## src/common/erc_pkg.sv

```systemverilog
package erc_pkg;

	// Register byte offsets (word aligned)
	localparam logic [7:0] CTRL_OFFSET   = 8'h00;
	localparam logic [7:0] HWCTRL_OFFSET = 8'h04;
	localparam logic [7:0] STAT_OFFSET   = 8'h08;
	localparam logic [7:0] MODE_OFFSET   = 8'h0c;

	// Control register fields
	localparam int CTRL_ON_BIT     = 0;
	localparam int CTRL_VSEL_BIT   = 1;
	localparam int CTRL_KEEPON_BIT = 2;
	localparam int CTRL_SOFTRST_BIT = 3;
	// Hardware control register fields
	localparam int HW_LS_BIT       = 0;
	localparam int HW_LSSTOP_BIT   = 1;
	// Status register fields (write 1 clears flags)
	localparam int ST_ENABLED_BIT  = 0;
	localparam int ST_VSEL_BIT     = 1;
	localparam int ST_LOCKED_BIT   = 2;
	localparam int ST_LSCFG_BIT    = 3;
	localparam int ST_OC_BIT       = 4;
	localparam int ST_UV_BIT       = 5;
	localparam int ST_CMDFAIL_BIT  = 6;
	localparam int ST_HPPATH_BIT   = 7;

	localparam logic [1:0] HTRANS_NONSEQ = 2'h2;
	localparam logic [31:0] RESET_WORD   = 32'h0000_0000;

	typedef enum logic [2:0] {
		ERC_MODE_INIT,
		ERC_MODE_NORMAL,
		ERC_MODE_STOP,
		ERC_MODE_SLEEP,
		ERC_MODE_RESTART,
		ERC_MODE_FAILSAFE
	} erc_mode_type;

	typedef enum logic [1:0] {
		ERC_CFG_NONE,
		ERC_CFG_STANDALONE,
		ERC_CFG_LOADSHARE
	} erc_cfg_type;

	// Analog sense inputs, asynchronous to clk_in
	typedef struct packed {
		logic supply_low;
		logic overcurrent;
		logic ext_undervoltage;
	} erc_sense_type;

	// Regulator drive towards the analog section
	typedef struct packed {
		logic enable;
		logic select_1v8;
		logic high_power_path;
		logic low_power_path;
	} erc_drive_type;

endpackage

```

## src/design/erc_top.sv

```systemverilog
`timescale 1ns/1ps
`default_nettype none

module erc_top (
	// Clock and power-on reset
	input  wire logic                   clk_in,
	input  wire logic                   rst_in,
	// AHB-Lite slave
	input  wire logic                   hsel_in,
	input  wire logic [31:0]            haddr_in,
	input  wire logic [1:0]             htrans_in,
	input  wire logic                   hwrite_in,
	input  wire logic [2:0]             hsize_in,
	input  wire logic [31:0]            hwdata_in,
	input  wire logic                   hready_in,
	output logic      [31:0]            hrdata_out,
	output logic                        hreadyout_out,
	output logic                        hresp_out,
	// Chip context and analog sense
	input  wire erc_pkg::erc_mode_type  chip_mode_in,
	input  wire logic                   main_supply_on_in,
	input  wire erc_pkg::erc_sense_type sense_in,
	// Regulator drive
	output erc_pkg::erc_drive_type      drive_out,
	output logic                        soft_reset_out
);

	////////////////////////////////////////////////////////////////////////////
	// Bus address phase capture

	logic        wr_pend;
	logic        rd_pend;
	logic [7:0]  addr_q;
	logic        next_wr_pend;
	logic        next_rd_pend;
	logic [7:0]  next_addr_q;
	logic        take;

	always_comb begin
		take         = hsel_in && hready_in && (htrans_in == erc_pkg::HTRANS_NONSEQ);
		next_wr_pend = take && hwrite_in;
		next_rd_pend = take && !hwrite_in;
		next_addr_q  = take ? haddr_in[7:0] : addr_q;
	end

	always_ff @(posedge clk_in) begin
		if (rst_in) begin
			wr_pend <= 1'b0;
			rd_pend <= 1'b0;
			addr_q  <= 8'h00;
		end else begin
			wr_pend <= next_wr_pend;
			rd_pend <= next_rd_pend;
			addr_q  <= next_addr_q;
		end
	end

	function automatic logic hit(input logic [7:0] a, input logic [7:0] off);
		hit = (a[7:2] == off[7:2]);
	endfunction

	////////////////////////////////////////////////////////////////////////////
	// Sense synchronisers

	erc_pkg::erc_sense_type sense_s1;
	erc_pkg::erc_sense_type sense_s2;

	always_ff @(posedge clk_in) begin
		if (rst_in) begin
			sense_s1 <= '0;
			sense_s2 <= '0;
		end else begin
			sense_s1 <= sense_in;
			sense_s2 <= sense_s1;
		end
	end

	////////////////////////////////////////////////////////////////////////////
	// Configuration, control and flags

	erc_pkg::erc_cfg_type cfg;
	erc_pkg::erc_cfg_type next_cfg;
	logic on_bit, vsel, keep_on, ls_sel, ls_stop;
	logic next_on_bit, next_vsel, next_keep_on, next_ls_sel, next_ls_stop;
	logic oc_flag, uv_flag, fail_flag, soft_pulse;
	logic next_oc_flag, next_uv_flag, next_fail_flag, next_soft_pulse;

	logic        wr_ctrl, wr_hw, wr_stat;
	logic [31:0] wd;
	logic        is_normal;

	always_comb begin
		wr_ctrl         = wr_pend && hit(addr_q, erc_pkg::CTRL_OFFSET);
		wr_hw           = wr_pend && hit(addr_q, erc_pkg::HWCTRL_OFFSET);
		wr_stat         = wr_pend && hit(addr_q, erc_pkg::STAT_OFFSET);
		wd              = hwdata_in;
		is_normal       = (chip_mode_in == erc_pkg::ERC_MODE_NORMAL);
		next_cfg        = cfg;
		next_on_bit     = on_bit;
		next_vsel       = vsel;
		next_keep_on    = keep_on;
		next_ls_sel     = ls_sel;
		next_ls_stop    = ls_stop;
		next_fail_flag  = fail_flag;
		next_soft_pulse = wr_ctrl && wd[erc_pkg::CTRL_SOFTRST_BIT];
		// Soft reset drops switch and options but never the lock
		if (soft_pulse) begin
			next_on_bit  = 1'b0;
			next_keep_on = 1'b0;
			next_ls_stop = 1'b0;
		end
		if (wr_ctrl) begin
			next_vsel    = wd[erc_pkg::CTRL_VSEL_BIT];
			next_keep_on = wd[erc_pkg::CTRL_KEEPON_BIT];
			unique case (cfg)
				erc_pkg::ERC_CFG_NONE: begin
					if (wd[erc_pkg::CTRL_ON_BIT] && is_normal) begin
						next_cfg    = erc_pkg::ERC_CFG_STANDALONE;
						next_on_bit = 1'b1;
					end
				end
				erc_pkg::ERC_CFG_STANDALONE: begin
					next_on_bit = wd[erc_pkg::CTRL_ON_BIT];
				end
				erc_pkg::ERC_CFG_LOADSHARE: begin
					if (wd[erc_pkg::CTRL_ON_BIT])
						next_fail_flag = 1'b1;
				end
				default: next_cfg = erc_pkg::ERC_CFG_NONE;
			endcase
		end
		if (wr_hw) begin
			next_ls_stop = wd[erc_pkg::HW_LSSTOP_BIT];
			unique case (cfg)
				erc_pkg::ERC_CFG_NONE: begin
					// Load sharing must be set up where the main supply is fully active
					if (wd[erc_pkg::HW_LS_BIT] && is_normal) begin
						next_cfg    = erc_pkg::ERC_CFG_LOADSHARE;
						next_ls_sel = 1'b1;
					end
				end
				erc_pkg::ERC_CFG_STANDALONE: begin
					// Refused silently in stand-alone
					next_ls_sel = 1'b0;
				end
				erc_pkg::ERC_CFG_LOADSHARE: begin
					if (!wd[erc_pkg::HW_LS_BIT])
						next_fail_flag = 1'b1;
				end
				default: next_cfg = erc_pkg::ERC_CFG_NONE;
			endcase
		end
		// Overcurrent: set wins; clear only once condition gone
		next_oc_flag = oc_flag;
		if (wr_stat && wd[erc_pkg::ST_OC_BIT] && !sense_s2.overcurrent)
			next_oc_flag = 1'b0;
		if (cfg == erc_pkg::ERC_CFG_STANDALONE && sense_s2.overcurrent)
			next_oc_flag = 1'b1;
		next_uv_flag = uv_flag;
		if (wr_stat && wd[erc_pkg::ST_UV_BIT])
			next_uv_flag = 1'b0;
		if (cfg == erc_pkg::ERC_CFG_STANDALONE && sense_s2.ext_undervoltage)
			next_uv_flag = 1'b1;
		if (wr_stat && wd[erc_pkg::ST_CMDFAIL_BIT] && !(next_fail_flag && !fail_flag))
			next_fail_flag = 1'b0;
	end

	always_ff @(posedge clk_in) begin
		if (rst_in) begin
			cfg        <= erc_pkg::ERC_CFG_NONE;
			on_bit     <= 1'b0;
			vsel       <= 1'b0;
			keep_on    <= 1'b0;
			ls_sel     <= 1'b0;
			ls_stop    <= 1'b0;
			oc_flag    <= 1'b0;
			uv_flag    <= 1'b0;
			fail_flag  <= 1'b0;
			soft_pulse <= 1'b0;
		end else begin
			cfg        <= next_cfg;
			on_bit     <= next_on_bit;
			vsel       <= next_vsel;
			keep_on    <= next_keep_on;
			ls_sel     <= next_ls_sel;
			ls_stop    <= next_ls_stop;
			oc_flag    <= next_oc_flag;
			uv_flag    <= next_uv_flag;
			fail_flag  <= next_fail_flag;
			soft_pulse <= next_soft_pulse;
		end
	end

	////////////////////////////////////////////////////////////////////////////
	// Regulator state by chip mode

	logic                  sa_hold;
	logic                  next_sa_hold;
	erc_pkg::erc_drive_type drive;
	erc_pkg::erc_drive_type next_drive;
	logic                  want;
	logic                  uv_block;

	always_comb begin
		// Stand-alone state freezes at the value held when normal mode was left
		next_sa_hold = is_normal ? on_bit : sa_hold;
		want         = 1'b0;
		unique case (chip_mode_in)
			erc_pkg::ERC_MODE_NORMAL:
				want = (cfg == erc_pkg::ERC_CFG_STANDALONE) ? on_bit
				     : (cfg == erc_pkg::ERC_CFG_LOADSHARE) && ls_sel;
			erc_pkg::ERC_MODE_STOP:
				want = (cfg == erc_pkg::ERC_CFG_STANDALONE) ? sa_hold
				     : (cfg == erc_pkg::ERC_CFG_LOADSHARE) && ls_sel && ls_stop;
			erc_pkg::ERC_MODE_SLEEP,
			erc_pkg::ERC_MODE_RESTART:
				want = (cfg == erc_pkg::ERC_CFG_STANDALONE) ? sa_hold
				     : (cfg == erc_pkg::ERC_CFG_LOADSHARE) && ls_sel
				       && chip_mode_in == erc_pkg::ERC_MODE_RESTART
				       && main_supply_on_in;
			default: want = 1'b0;
		endcase
		// Off on low supply unless overridden; returns by itself
		uv_block              = sense_s2.supply_low && !keep_on;
		next_drive.enable     = want && !uv_block;
		next_drive.select_1v8 = (cfg == erc_pkg::ERC_CFG_STANDALONE) && vsel;
		next_drive.high_power_path = next_drive.enable;
		next_drive.low_power_path  = next_drive.enable && !is_normal;
	end

	always_ff @(posedge clk_in) begin
		if (rst_in) begin
			sa_hold <= 1'b0;
			drive   <= '0;
		end else begin
			sa_hold <= next_sa_hold;
			drive   <= next_drive;
		end
	end

	////////////////////////////////////////////////////////////////////////////
	// Read data and outputs

	logic [31:0] rdata;
	logic [31:0] next_rdata;

	always_comb begin
		next_rdata = erc_pkg::RESET_WORD;
		if (next_rd_pend) begin
			if (hit(haddr_in[7:0], erc_pkg::CTRL_OFFSET)) begin
				next_rdata[erc_pkg::CTRL_ON_BIT]     = on_bit;
				next_rdata[erc_pkg::CTRL_VSEL_BIT]   = vsel;
				next_rdata[erc_pkg::CTRL_KEEPON_BIT] = keep_on;
			end else if (hit(haddr_in[7:0], erc_pkg::HWCTRL_OFFSET)) begin
				next_rdata[erc_pkg::HW_LS_BIT]     = ls_sel;
				next_rdata[erc_pkg::HW_LSSTOP_BIT] = ls_stop;
			end else if (hit(haddr_in[7:0], erc_pkg::STAT_OFFSET)) begin
				next_rdata[erc_pkg::ST_ENABLED_BIT] = drive.enable;
				next_rdata[erc_pkg::ST_VSEL_BIT]    = drive.select_1v8;
				next_rdata[erc_pkg::ST_LOCKED_BIT]  = (cfg != erc_pkg::ERC_CFG_NONE);
				next_rdata[erc_pkg::ST_LSCFG_BIT]   = (cfg == erc_pkg::ERC_CFG_LOADSHARE);
				next_rdata[erc_pkg::ST_OC_BIT]      = oc_flag;
				next_rdata[erc_pkg::ST_UV_BIT]      = uv_flag;
				next_rdata[erc_pkg::ST_CMDFAIL_BIT] = fail_flag;
				next_rdata[erc_pkg::ST_HPPATH_BIT]  = drive.high_power_path;
			end else if (hit(haddr_in[7:0], erc_pkg::MODE_OFFSET)) begin
				next_rdata[2:0] = chip_mode_in;
			end
		end
	end

	always_ff @(posedge clk_in) begin
		if (rst_in)
			rdata <= erc_pkg::RESET_WORD;
		else
			rdata <= next_rdata;
	end

	assign hrdata_out     = rdata;
	assign hreadyout_out  = 1'b1;
	assign hresp_out      = 1'b0;
	assign drive_out      = drive;
	assign soft_reset_out = soft_pulse;

endmodule // erc_top

`default_nettype wire

```

## config.mk

```make
export PLATFORM = sky130hd
export DESIGN_NAME = erc_top
export DESIGN_NICKNAME = d
export VERILOG_FILES = /design/src/common/erc_pkg.sv /design/src/design/erc_top.sv
export SDC_FILE = /design/constraint.sdc
export NUM_CORES = 1
export LEC_CHECK = 0
export ABC_CLOCK_PERIOD_IN_PS = 1800
export CORE_ASPECT_RATIO = 1.25
export CORE_MARGIN = 2
export CORE_UTILIZATION = 61
export CTS_CLUSTER_SIZE = 30
export DETAILED_ROUTE_END_ITERATION = 10
export DONT_BUFFER_PORTS = 1
export PLACE_DENSITY = 0.88
export REMOVE_ABC_BUFFERS = 1
export SKIP_LAST_GASP = 1
export SYNTH_ARGS = -nofsm -noshare
export SYNTH_HDL_FRONTEND = slang
export SYNTH_SLANG_ARGS = --single-unit
```

## constraint.sdc

```tcl
create_clock -name clk_in -period 1.8 [get_ports clk_in]
set_input_delay 0.27 -clock clk_in [delete_from_list [all_inputs] [get_ports clk_in]]
set_output_delay 0.27 -clock clk_in [all_outputs]
set_load 0.01 [all_outputs]
```

==> impl_metrics.env, run 1 <==
export IMPL_yosys_most_used_dff="dfxtp_1"
export IMPL_coreArea_um2=2654
export IMPL_cp_common_cell="or4_1"
export IMPL_portBuffers=0
export IMPL_fmax_mhz=680.0
export IMPL_routed_wirelength_um=3245
export IMPL_ctsLongestPathBuffers=2
export IMPL_syn_to_final_growth_pct=0.8878
export IMPL_cpPeakStageDelay_ps=600
export IMPL_multi_input_area_um2=804.5
export IMPL_finalHoldViolCount=0
export IMPL_dieHeight_um=62.88
export IMPL_crit_required_ps=2040
export IMPL_post_route_drc_count=0
export IMPL_antenna_found_initial=0
export IMPL_yosys_warnings=0
export IMPL_crit_path_max_fanout=8
export IMPL_place_congestion=0.9198
export IMPL_total_power_uw=1345
export IMPL_setup_viol=0
export IMPL_utilization_pct=64.31
export IMPL_cap_violations=0
export IMPL_clk_pin_slew_ps=100
export IMPL_syn_area_um2=1692
export IMPL_layout_min_cycle_time_ps=1471
export IMPL_finalSetupTns_ps=0
export IMPL_p_per_area_nw_per_um2=787.9
export IMPL_synth_seq_cells=36
export IMPL_nNetsFinal=264
export IMPL_synth_edf_count=0
export IMPL_grt_pass1_wl_um=5230
export IMPL_timing_critical_path_cells="or4_1 > or4_1 > a221oi_1"
export IMPL_fin_hold_ws_ps=27.24
export IMPL_wire_per_inst_um=14.89
export IMPL_ant_nets=0
export IMPL_grt_max_degree=24
export IMPL_slew_headroom_pct=46.76
export IMPL_clkLatencyLatePin_ps=340
export IMPL_cts_root_buf="clkbuf_4"
export IMPL_critPathArrivalTime_ps=1710
export IMPL_crit_type="primary input to flop"
export IMPL_die_w_um=51.10
export IMPL_postCtsSetupBuffers=0
export IMPL_detailroute_via_count=1252
export IMPL_numCtsBuffers=5
export IMPL_slew_viol_final=0
export IMPL_track_usage_pct=21.80
export IMPL_fillers=249
export IMPL_syn_avg_cell_area_um2=9.450
export IMPL_htree_levels=2
export IMPL_grt_pass1_vias=1201
export IMPL_antenna_cells=0
export IMPL_tightest_slew_ps=795.9
export IMPL_ir_drop_mv=0.6065
export IMPL_ios=120
export IMPL_crit_path_end_kind="flop"
export IMPL_seqCellArea_um2=720.7
export IMPL_die_area_um2=3213
export IMPL_fin_crit_sh_pct=81.70
export IMPL_hold_class="primary input to flop"
export IMPL_rsz0062_at_grt="no"
export IMPL_start_util_pct=63.74
export IMPL_layout_drive_gt1_share_pct=8.696
export IMPL_dpl_hpwl_um=2372
export IMPL_rows=21
export IMPL_cts_tree="built"
export IMPL_ys_seq_area_share_pct=42.60
export IMPL_firstDrtPassIters=4
export IMPL_synth_async_reset_ratio_pct=0
export IMPL_postSynthCellCount=179
export IMPL_grt_overflow=0
export IMPL_cts_sinks=36
export IMPL_critPathSlowestCell="or4_1"
export IMPL_status="completed"
export IMPL_yosys_cell_types_count=42
export IMPL_drt_iter0_drc=56
export IMPL_p_leak_uw=0.0006928
export IMPL_finClkSkew_ps=3.286
export IMPL_cp_start_kind="primary input"
export IMPL_vias_per_cell=5.743
==> report_power, final <==
group,leakage (uW),total [uW],switching (uW),internal (uW)
sequential,0.000291,812,6.41,806
combinational,0.000363,84.6,55.3,29.2
clock,0.0000380,448,262,186
total,0.000693,1340,324,1020
==> through the flow <==
| stage | setup WS [ps] | instances | instance area [um2] |
|---|---|---|---|
| 2_1_floorplan | 117.8 | 170 | 1555 |
| 3_3_place_gp | 46.57 | 209 | 1635 |
| 3_5_place_dp | -19.46 | 209 | 1635 |
| 4_1_cts | 351.8 | 218 | 1707 |
| 5_1_grt | 202.9 | 218 | 1707 |
| 6_report | 329.4 | 218 | 1707 |
==> worst max-delay path, delay by kind of cell <==
kind               cells  cell delay, ps
and+or+nand+nor        2            1150
AOI/OAI and AO/OA      1             290
==> layer usage <==
metal  global-route usage (%)  part of all wire, %
met1                    23.11                   38
met2                    35.39                   49
met3                    10.05                   11
met4                    11.15                  1.7
met5                        0                    0
==> flip-flops by register name, indices dropped and copies added, names as in the netlist, named ones only <==
register and count:
on_bit 1, soft_reset_out 1, drive_out 3, sense_s2 3, oc_flag 1, addr_q 6
fail_flag 1, sense_s1 3, keep_on 1, uv_flag 1, cfg 1, ls_sel 1
vsel 1, ls_stop 1, hrdata_out 8, sa_hold 1, wr_pend 1
==> layout by cell type (no fill, tap or decap), drive strengths merged, types with 2 or more instances in the layout <==
cell / Yosys / final
clkinv: 0 / 2
nor3: 5 / 5
a41oi: 2 / 2
a221oi: 3 / 3
nand2b: 4 / 4
clkbuf: 5 / 6
a211o: 2 / 2
nand2: 2 / 2
nor2b: 10 / 10
o211ai: 2 / 2
inv: 8 / 8
nor3b: 5 / 5
a311oi: 3 / 3
buf: 28 / 5
or4: 2 / 2
dfxtp: 36 / 36
mux2i: 11 / 11
a21oi: 4 / 4
nand3: 6 / 6
nor4bb: 2 / 2
and3b: 3 / 3
nor2: 13 / 13
nor4: 3 / 3
conb: 2 / 26
o2111ai: 2 / 2
==> synthesized netlist by cell type (3+ instances only) <==
cell	n	area, um2
mux2i_1	11	110.1
inv_1	8	30.03
clkbuf_1	5	18.77
nand3_1	6	30.03
nand2b_1	4	25.02
a221oi_1	3	26.28
nor2_1	13	48.80
nor3_1	5	25.02
buf_4	27	202.7
dfxtp_1	36	720.7
nor2b_1	10	62.56
a21oi_1	4	20.02
and3b_1	3	26.28
a311oi_1	3	26.28
nor3b_1	5	37.54
==> logic make-up (layout without fill, tap and decap cells) <==
family,after synthesis,after routing,synth area share [%]
AO/OA/AOI/OAI,26,26,12.06
XOR/XNOR,1,1,0.5178
buffers and inverters,41,22,15.16
flip-flops,36,36,42.60
multiplexers,11,11,6.509
other,2,26,0.4440
AND/OR/NAND/NOR,62,62,22.71
==> area by class of cell <==
class	count	area share, %
Timing Repair Buffer	6	2.786
Sequential cell	36	42.23
Clock buffer	6	3.006
Multi-Input combinational cell	126	47.14
Inverter	8	1.760
Clock inverter	2	0.5865
Tap cell	34	2.493
==> worst paths after layout <==
path | start | endpoint | slack, ps | cells past startpoint
worst max-delay path | haddr_in[7] | hrdata_out[1]$_SDFF_PP0_ | 330 | 3
worst min-delay path | haddr_in[3] | hrdata_out[0]$_SDFF_PP0_ | 30 | 1
worst max register to register | addr_q[2]$_SDFFE_PP0P_ | ls_sel$_SDFFE_PP0P_ | 360 | 4
worst min register to register | uv_flag$_SDFFE_PP0P_ | hrdata_out[5]$_SDFF_PP0_ | 440 | 2
==> timing repair <==
item                      4_1_cts  5_1_grt
resized for setup               0        0
hold endpoints to repair       23        0
hold buffers                    1        0
Note: power is estimated with default switching activity, not from simulation.
==> run 2: changes to the inputs <==
Settings changed: ABC_CLOCK_PERIOD_IN_PS 1800 to 1300, CORE_UTILIZATION 61 to 55, PLACE_DENSITY 0.88 to 0.84.
Clock period 1.8 ns to 1.3 ns, I/O delays scaled along.
==> run 2 against run 1 <==
Net effect:
- setup slack worse by 270 ps
- critical path type is now flop to flop
- via count is 13% higher
- critical endpoint is now cfg[1]$_SDFF_PP0_
- clock skew is 5.6 ps higher
- sequential power is 38% higher
- combinational power is 100% higher
- non-clock buffer count is 25 higher
- highest routed layer unchanged
- worst hold slack worse by 4.4 ps
==> impl_metrics.env, run 2 (synthesis results as in run 1) <==
export IMPL_routed_wirelength_um=3964
export IMPL_grt_overflow=0
export IMPL_fin_hold_ws_ps=22.88
export IMPL_fmax_mhz=803.5
export IMPL_antenna_cells=0
export IMPL_crit_required_ps=1550
export IMPL_final_common_cell="dfxtp_1"
export IMPL_nNetsFinal=289
export IMPL_clk_pin_slew_ps=100
export IMPL_slew_headroom_pct=53.64
export IMPL_rsz0062_at_grt="yes"
export IMPL_setup_viol=0
export IMPL_grt_pass1_vias=1361
export IMPL_cts_tree="built"
export IMPL_largest_register_ff_count=8
export IMPL_dp_slack_ps=-405.0
export IMPL_portBuffers=0
export IMPL_detailroute_via_count=1413
export IMPL_dieHeight_um=66.01
export IMPL_p_leak_uw=0.0008252
export IMPL_cts_sinks=36
export IMPL_antenna_found_initial=0
export IMPL_crit_start="addr_q[3]$_SDFFE_PP0P_"
export IMPL_numCtsBuffers=5
export IMPL_drt_iter0_drc=30
export IMPL_finalHoldViolCount=0
export IMPL_crit_end="cfg[1]$_SDFF_PP0_"
export IMPL_r2r_slack_ps=60
export IMPL_crit_path_end_kind="flop"
export IMPL_htree_levels=2
export IMPL_wire_per_inst_um=16.18
export IMPL_layout_drive_gt1_share_pct=18.18
export IMPL_timing_rr_start="addr_q[3]$_SDFFE_PP0P_"
export IMPL_vias_per_cell=5.767
export IMPL_reg2reg_to="cfg[1]$_SDFF_PP0_"
export IMPL_dpl_hpwl_um=2538
export IMPL_syn_to_final_growth_pct=18.05
export IMPL_layout_min_cycle_time_ps=1245
export IMPL_tightest_slew_ps=693.1
export IMPL_grt_max_degree=20
export IMPL_hold_class="primary input to flop"
export IMPL_post_route_worst_setup_slack_ps=55.42
export IMPL_rows=22
export IMPL_firstDrtPassIters=4
export IMPL_cp_start_kind="flop"
export IMPL_die_area_um2=3538
export IMPL_p_per_area_nw_per_um2=962.7
export IMPL_critPathArrivalTime_ps=1500
export IMPL_start_util_pct=57.43
export IMPL_fin_crit_sh_pct=95.74
export IMPL_grt_pass1_wl_um=6099
export IMPL_finClkSkew_ps=8.841
export IMPL_ctsLongestPathBuffers=2
export IMPL_track_usage_pct=24.19
export IMPL_crit_path_max_fanout=6
export IMPL_ios=120
export IMPL_place_congestion=0.8648
export IMPL_post_route_drc_count=0
export IMPL_ant_nets=0
export IMPL_cts_root_buf="clkbuf_4"
export IMPL_status="completed"
export IMPL_die_w_um=53.61
export IMPL_final_cell_mix="dfxtp_1, conb_1, dlygate4sd3_1"
export IMPL_coreArea_um2=2945
export IMPL_clkLatencyLatePin_ps=340
export IMPL_ir_drop_mv=0.7034
export IMPL_cap_violations=0
export IMPL_r2r_cells=4
export IMPL_crit_type="flop to flop"
export IMPL_slew_viol_final=0
==> run 2: changes by cell type in the layout (fill, tap and decap cells not counted), sizes merged <==
cell	delta
buf	+10
clkbuf	+1
clkinvlp	+1
clkinv	-2
dlygate4sd3	+15
==> run 2: cell type report <==
cell class	instances	area, um2
Multi-Input combinational cell	126	857.1
Timing Repair Buffer	31	272.8
Fill cell	208	948.4
Sequential cell	36	729.5
Clock inverter	1	7.507
Clock buffer	7	55.05
Inverter	8	30.03
Tap cell	36	45.04
==> run 2: how the worst min path moves through the flow <==
stage / start / end / slack (ps) / cells after the start
6_report: haddr_in[5] / addr_q[5]$_SDFFE_PP0P_ / 20 / 2
3_5_place_dp: rst_in / ls_stop$_SDFFE_PP0P_ / 270 / 1
2_1_floorplan: rst_in / keep_on$_SDFFE_PP0P_ / 260 / 1
3_3_place_gp: rst_in / vsel$_SDFFE_PP0N_ / 270 / 1
4_1_cts: haddr_in[5] / addr_q[5]$_SDFFE_PP0P_ / 10 / 2
5_1_grt: haddr_in[5] / addr_q[5]$_SDFFE_PP0P_ / 30 / 2
==> run 2: critical path, stage by stage, from the launching register on <==
cell,delay (ps)
dfxtp_2,370
nor4b_2,270
buf_4,170
nand3_1,110
a221oi_2,250
==> run 2: routing by layer <==
metal  up-vias  GRT usage, %  share of wire (%)
li1        645             -                  -
met3        22         7.919                 10
met4         0         17.63                5.2
met5         -             0                  0
met2       100         40.43                 52
met1       646         24.21                 33
==> run 2: through the flow <==
stage	setup TNS, ps	instances	total power (uW)	util (%)	cell area, um2
floorplan	-4645	170	1234	-	1555
global placement	-2298	218	1254	57.39	1690
detailed placement	-2737	218	1257	57.39	1690
CTS	-0.2446	243	1924	65.63	1933
global route	-11.16	245	2003	67.80	1997
finish	0	245	1922	67.80	1997
==> run 2: power by group <==
group | total, uW | leakage, uW | switching, uW | internal [uW]
clock | 629 | 0.0000315 | 365 | 265
sequential | 1120 | 0.000294 | 8.78 | 1110
combinational | 170 | 0.000499 | 90.8 | 79.1
==> run 2: timing repair <==
item | CTS | global route
buffers inserted | 1 | 2
hold buffers | 16 | 0
pin swaps | 0 | 1
endpoints found under the hold margin | 26 | 0
gates resized for setup | 3 | 13
endpoints found under the setup margin | 6 | 9
==> run 3: changes to the inputs <==
Settings changed: CORE_MARGIN 2 to 1, CORE_UTILIZATION 55 to 45, PLACE_DENSITY 0.84 to 0.73.
==> run 3 against run 2 <==
Net effect:
- the run now ends with design-rule violations, negative setup slack left
- non-clock buffer count down 9
- via count down 9.0%
- die area up 13%
- combinational power down 20%
- power up 7.7%
- clock power up 29%
- cell count down 2.4%
- fmax down 5.1%
- first-iteration DRC count up 83%
- largest cell class unchanged
==> impl_metrics.env, run 3 (synthesis results as in run 1) <==
export IMPL_crit_path_end_kind="flop"
export IMPL_wire_per_inst_um=14.53
export IMPL_final_cells=239
export IMPL_placed_cells=224
export IMPL_routed_wirelength_um=3472
export IMPL_detailroute_via_count=1286
export IMPL_clkLatencyLatePin_ps=290
export IMPL_violations="design-rule violations, negative setup slack"
export IMPL_grt_max_degree=24
export IMPL_critPathSlowestCell="or4_1"
export IMPL_critPathTopFamily="simple AND/OR/NAND/NOR gates"
export IMPL_cp_common_cell="or4_1"
export IMPL_portBuffers=0
export IMPL_slew_headroom_pct=44.25
export IMPL_finClkSkew_ps=1.977
export IMPL_rsz0062_at_grt="yes"
export IMPL_stdcell_area_um2=1907
export IMPL_rows=24
export IMPL_crit_buf_inv=1
export IMPL_grt_overflow=0
export IMPL_clk_pin_slew_ps=70
export IMPL_cpPeakStageDelay_ps=530
export IMPL_nNetsFinal=280
export IMPL_die_area_um2=4010
export IMPL_coreArea_um2=3543
export IMPL_p_leak_uw=0.0008064
export IMPL_fmax_mhz=762.6
export IMPL_track_usage_pct=18.01
export IMPL_fin_crit_sh_pct=100.9
export IMPL_cts_root_buf="clkbuf_8"
export IMPL_crit_path_max_fanout=8
export IMPL_setup_viol=1
export IMPL_total_power_uw=2070
export IMPL_cts_tree="built"
export IMPL_dpl_hpwl_um=2431
export IMPL_place_area_um2=1717
export IMPL_slew_viol_final=0
export IMPL_crit_required_ps=1500
export IMPL_numCtsBuffers=5
export IMPL_critPathArrivalTime_ps=1510
export IMPL_ios=120
export IMPL_layout_min_cycle_time_ps=1311
export IMPL_timing_critical_path_cells="or4_1 > or4_1 > buf_6 > nor4_2"
export IMPL_r2r_cells=4
export IMPL_htree_levels=2
export IMPL_tightest_slew_ps=836.3
export IMPL_post_route_drc_count=6
export IMPL_largest_register_ff_count=8
export IMPL_fin_hold_ws_ps=28.34
export IMPL_start_util_pct=47.74
export IMPL_min_path_cells=1
export IMPL_final_common_cell="dfxtp_1"
export IMPL_antenna_cells=0
export IMPL_grt_pass1_wl_um=5382
export IMPL_vias_per_cell=5.381
export IMPL_cts_sinks=36
export IMPL_finalSetupTns_ps=-11.30
export IMPL_cp_start_kind="primary input"
export IMPL_cap_violations=0
export IMPL_die_w_um=56.84
export IMPL_ctsLongestPathBuffers=2
export IMPL_final_cell_mix="dfxtp_1, conb_1, buf_4"
export IMPL_grt_pass1_vias=1144
export IMPL_finalHoldViolCount=0
export IMPL_cp_depth=4
export IMPL_syn_to_final_growth_pct=12.72
export IMPL_drt_iter0_drc=55
export IMPL_post_route_worst_setup_slack_ps=-11.30
export IMPL_ir_drop_mv=0.7831
export IMPL_ant_nets=0
export IMPL_crit_type="primary input to flop"
export IMPL_status="complete, but fails checks"
export IMPL_p_per_area_nw_per_um2=1086
export IMPL_layout_drive_gt1_share_pct=17.50
export IMPL_dieHeight_um=70.55
export IMPL_antenna_found_initial=0
export IMPL_place_congestion=0.8895
export IMPL_hold_class="primary input to flop"
export IMPL_firstDrtPassIters=8
run 3: changes by cell type in the layout (fill, tap and decap cells not counted), moves of 2 or more:
cell | before | now
dfxtp_2 | 4 | 0
clkbuf_8 | 1 | 6
dlygate4sd3_1 | 16 | 2
nor3_1 | 5 | 3
buf_4 | 15 | 17
dfxtp_1 | 31 | 36
nor3_2 | 0 | 2
clkbuf_4 | 5 | 0
run 3: metal layers:
metal	vias to the layer above	part of all wire, %	global-route usage, %
met4	0	2.4	10.57
met3	7	8.3	6.947
met2	56	46	27.12
li1	627	-	-
met5	-	0	0
met1	596	43	21.82
run 3: cell type report:
cell class | count | area (um2)
Fill cell | 326 | 1637
Multi-Input combinational cell | 126 | 840.8
Clock buffer | 8 | 90.09
Inverter | 8 | 30.03
Sequential cell | 36 | 720.7
Timing Repair Buffer | 22 | 176.4
Tap cell | 39 | 48.80
run 3: metrics by stage:
| stage | worst slack (ps) | util [%] |
|---|---|---|
| after floorplan | -382.2 | - |
| after global placement | -288.4 | 48.45 |
| after detailed placement | -341.6 | 48.45 |
| after CTS | -8.611 | 52.12 |
| after global routing | -41.16 | 53.81 |
| final | -11.30 | 53.81 |
run 3: where the power goes:
group	total, uW	switching [uW]	internal (uW)
logic	136	83.0	53.0
clock network	810	378	432
registers	1120	7.63	1120
total	2070	469	1600
run 3: path summary, 6_finish.rpt:
path | start | slack [ps] | endpoint
min reg2reg | sense_s1[0]$_SDFF_PP0_ | 440 | sense_s2[0]$_SDFF_PP0_
max | haddr_in[7] | -10 | hrdata_out[3]$_SDFF_PP0_
min | hwdata_in[6] | 30 | fail_flag$_SDFF_PP0_
max reg2reg | wr_pend$_SDFF_PP0_ | 50 | oc_flag$_SDFFE_PP0P_
run 3: what timing repair did:
action                                  in CTS  in global routing
pin swaps                                    0                  0
hold buffers                                 3                  0
endpoints found under the hold margin       25                  0
buffers inserted                             0                  3
cloned                                       0                  1
resized for setup                            2                  8
endpoints found under the setup margin       2                 24
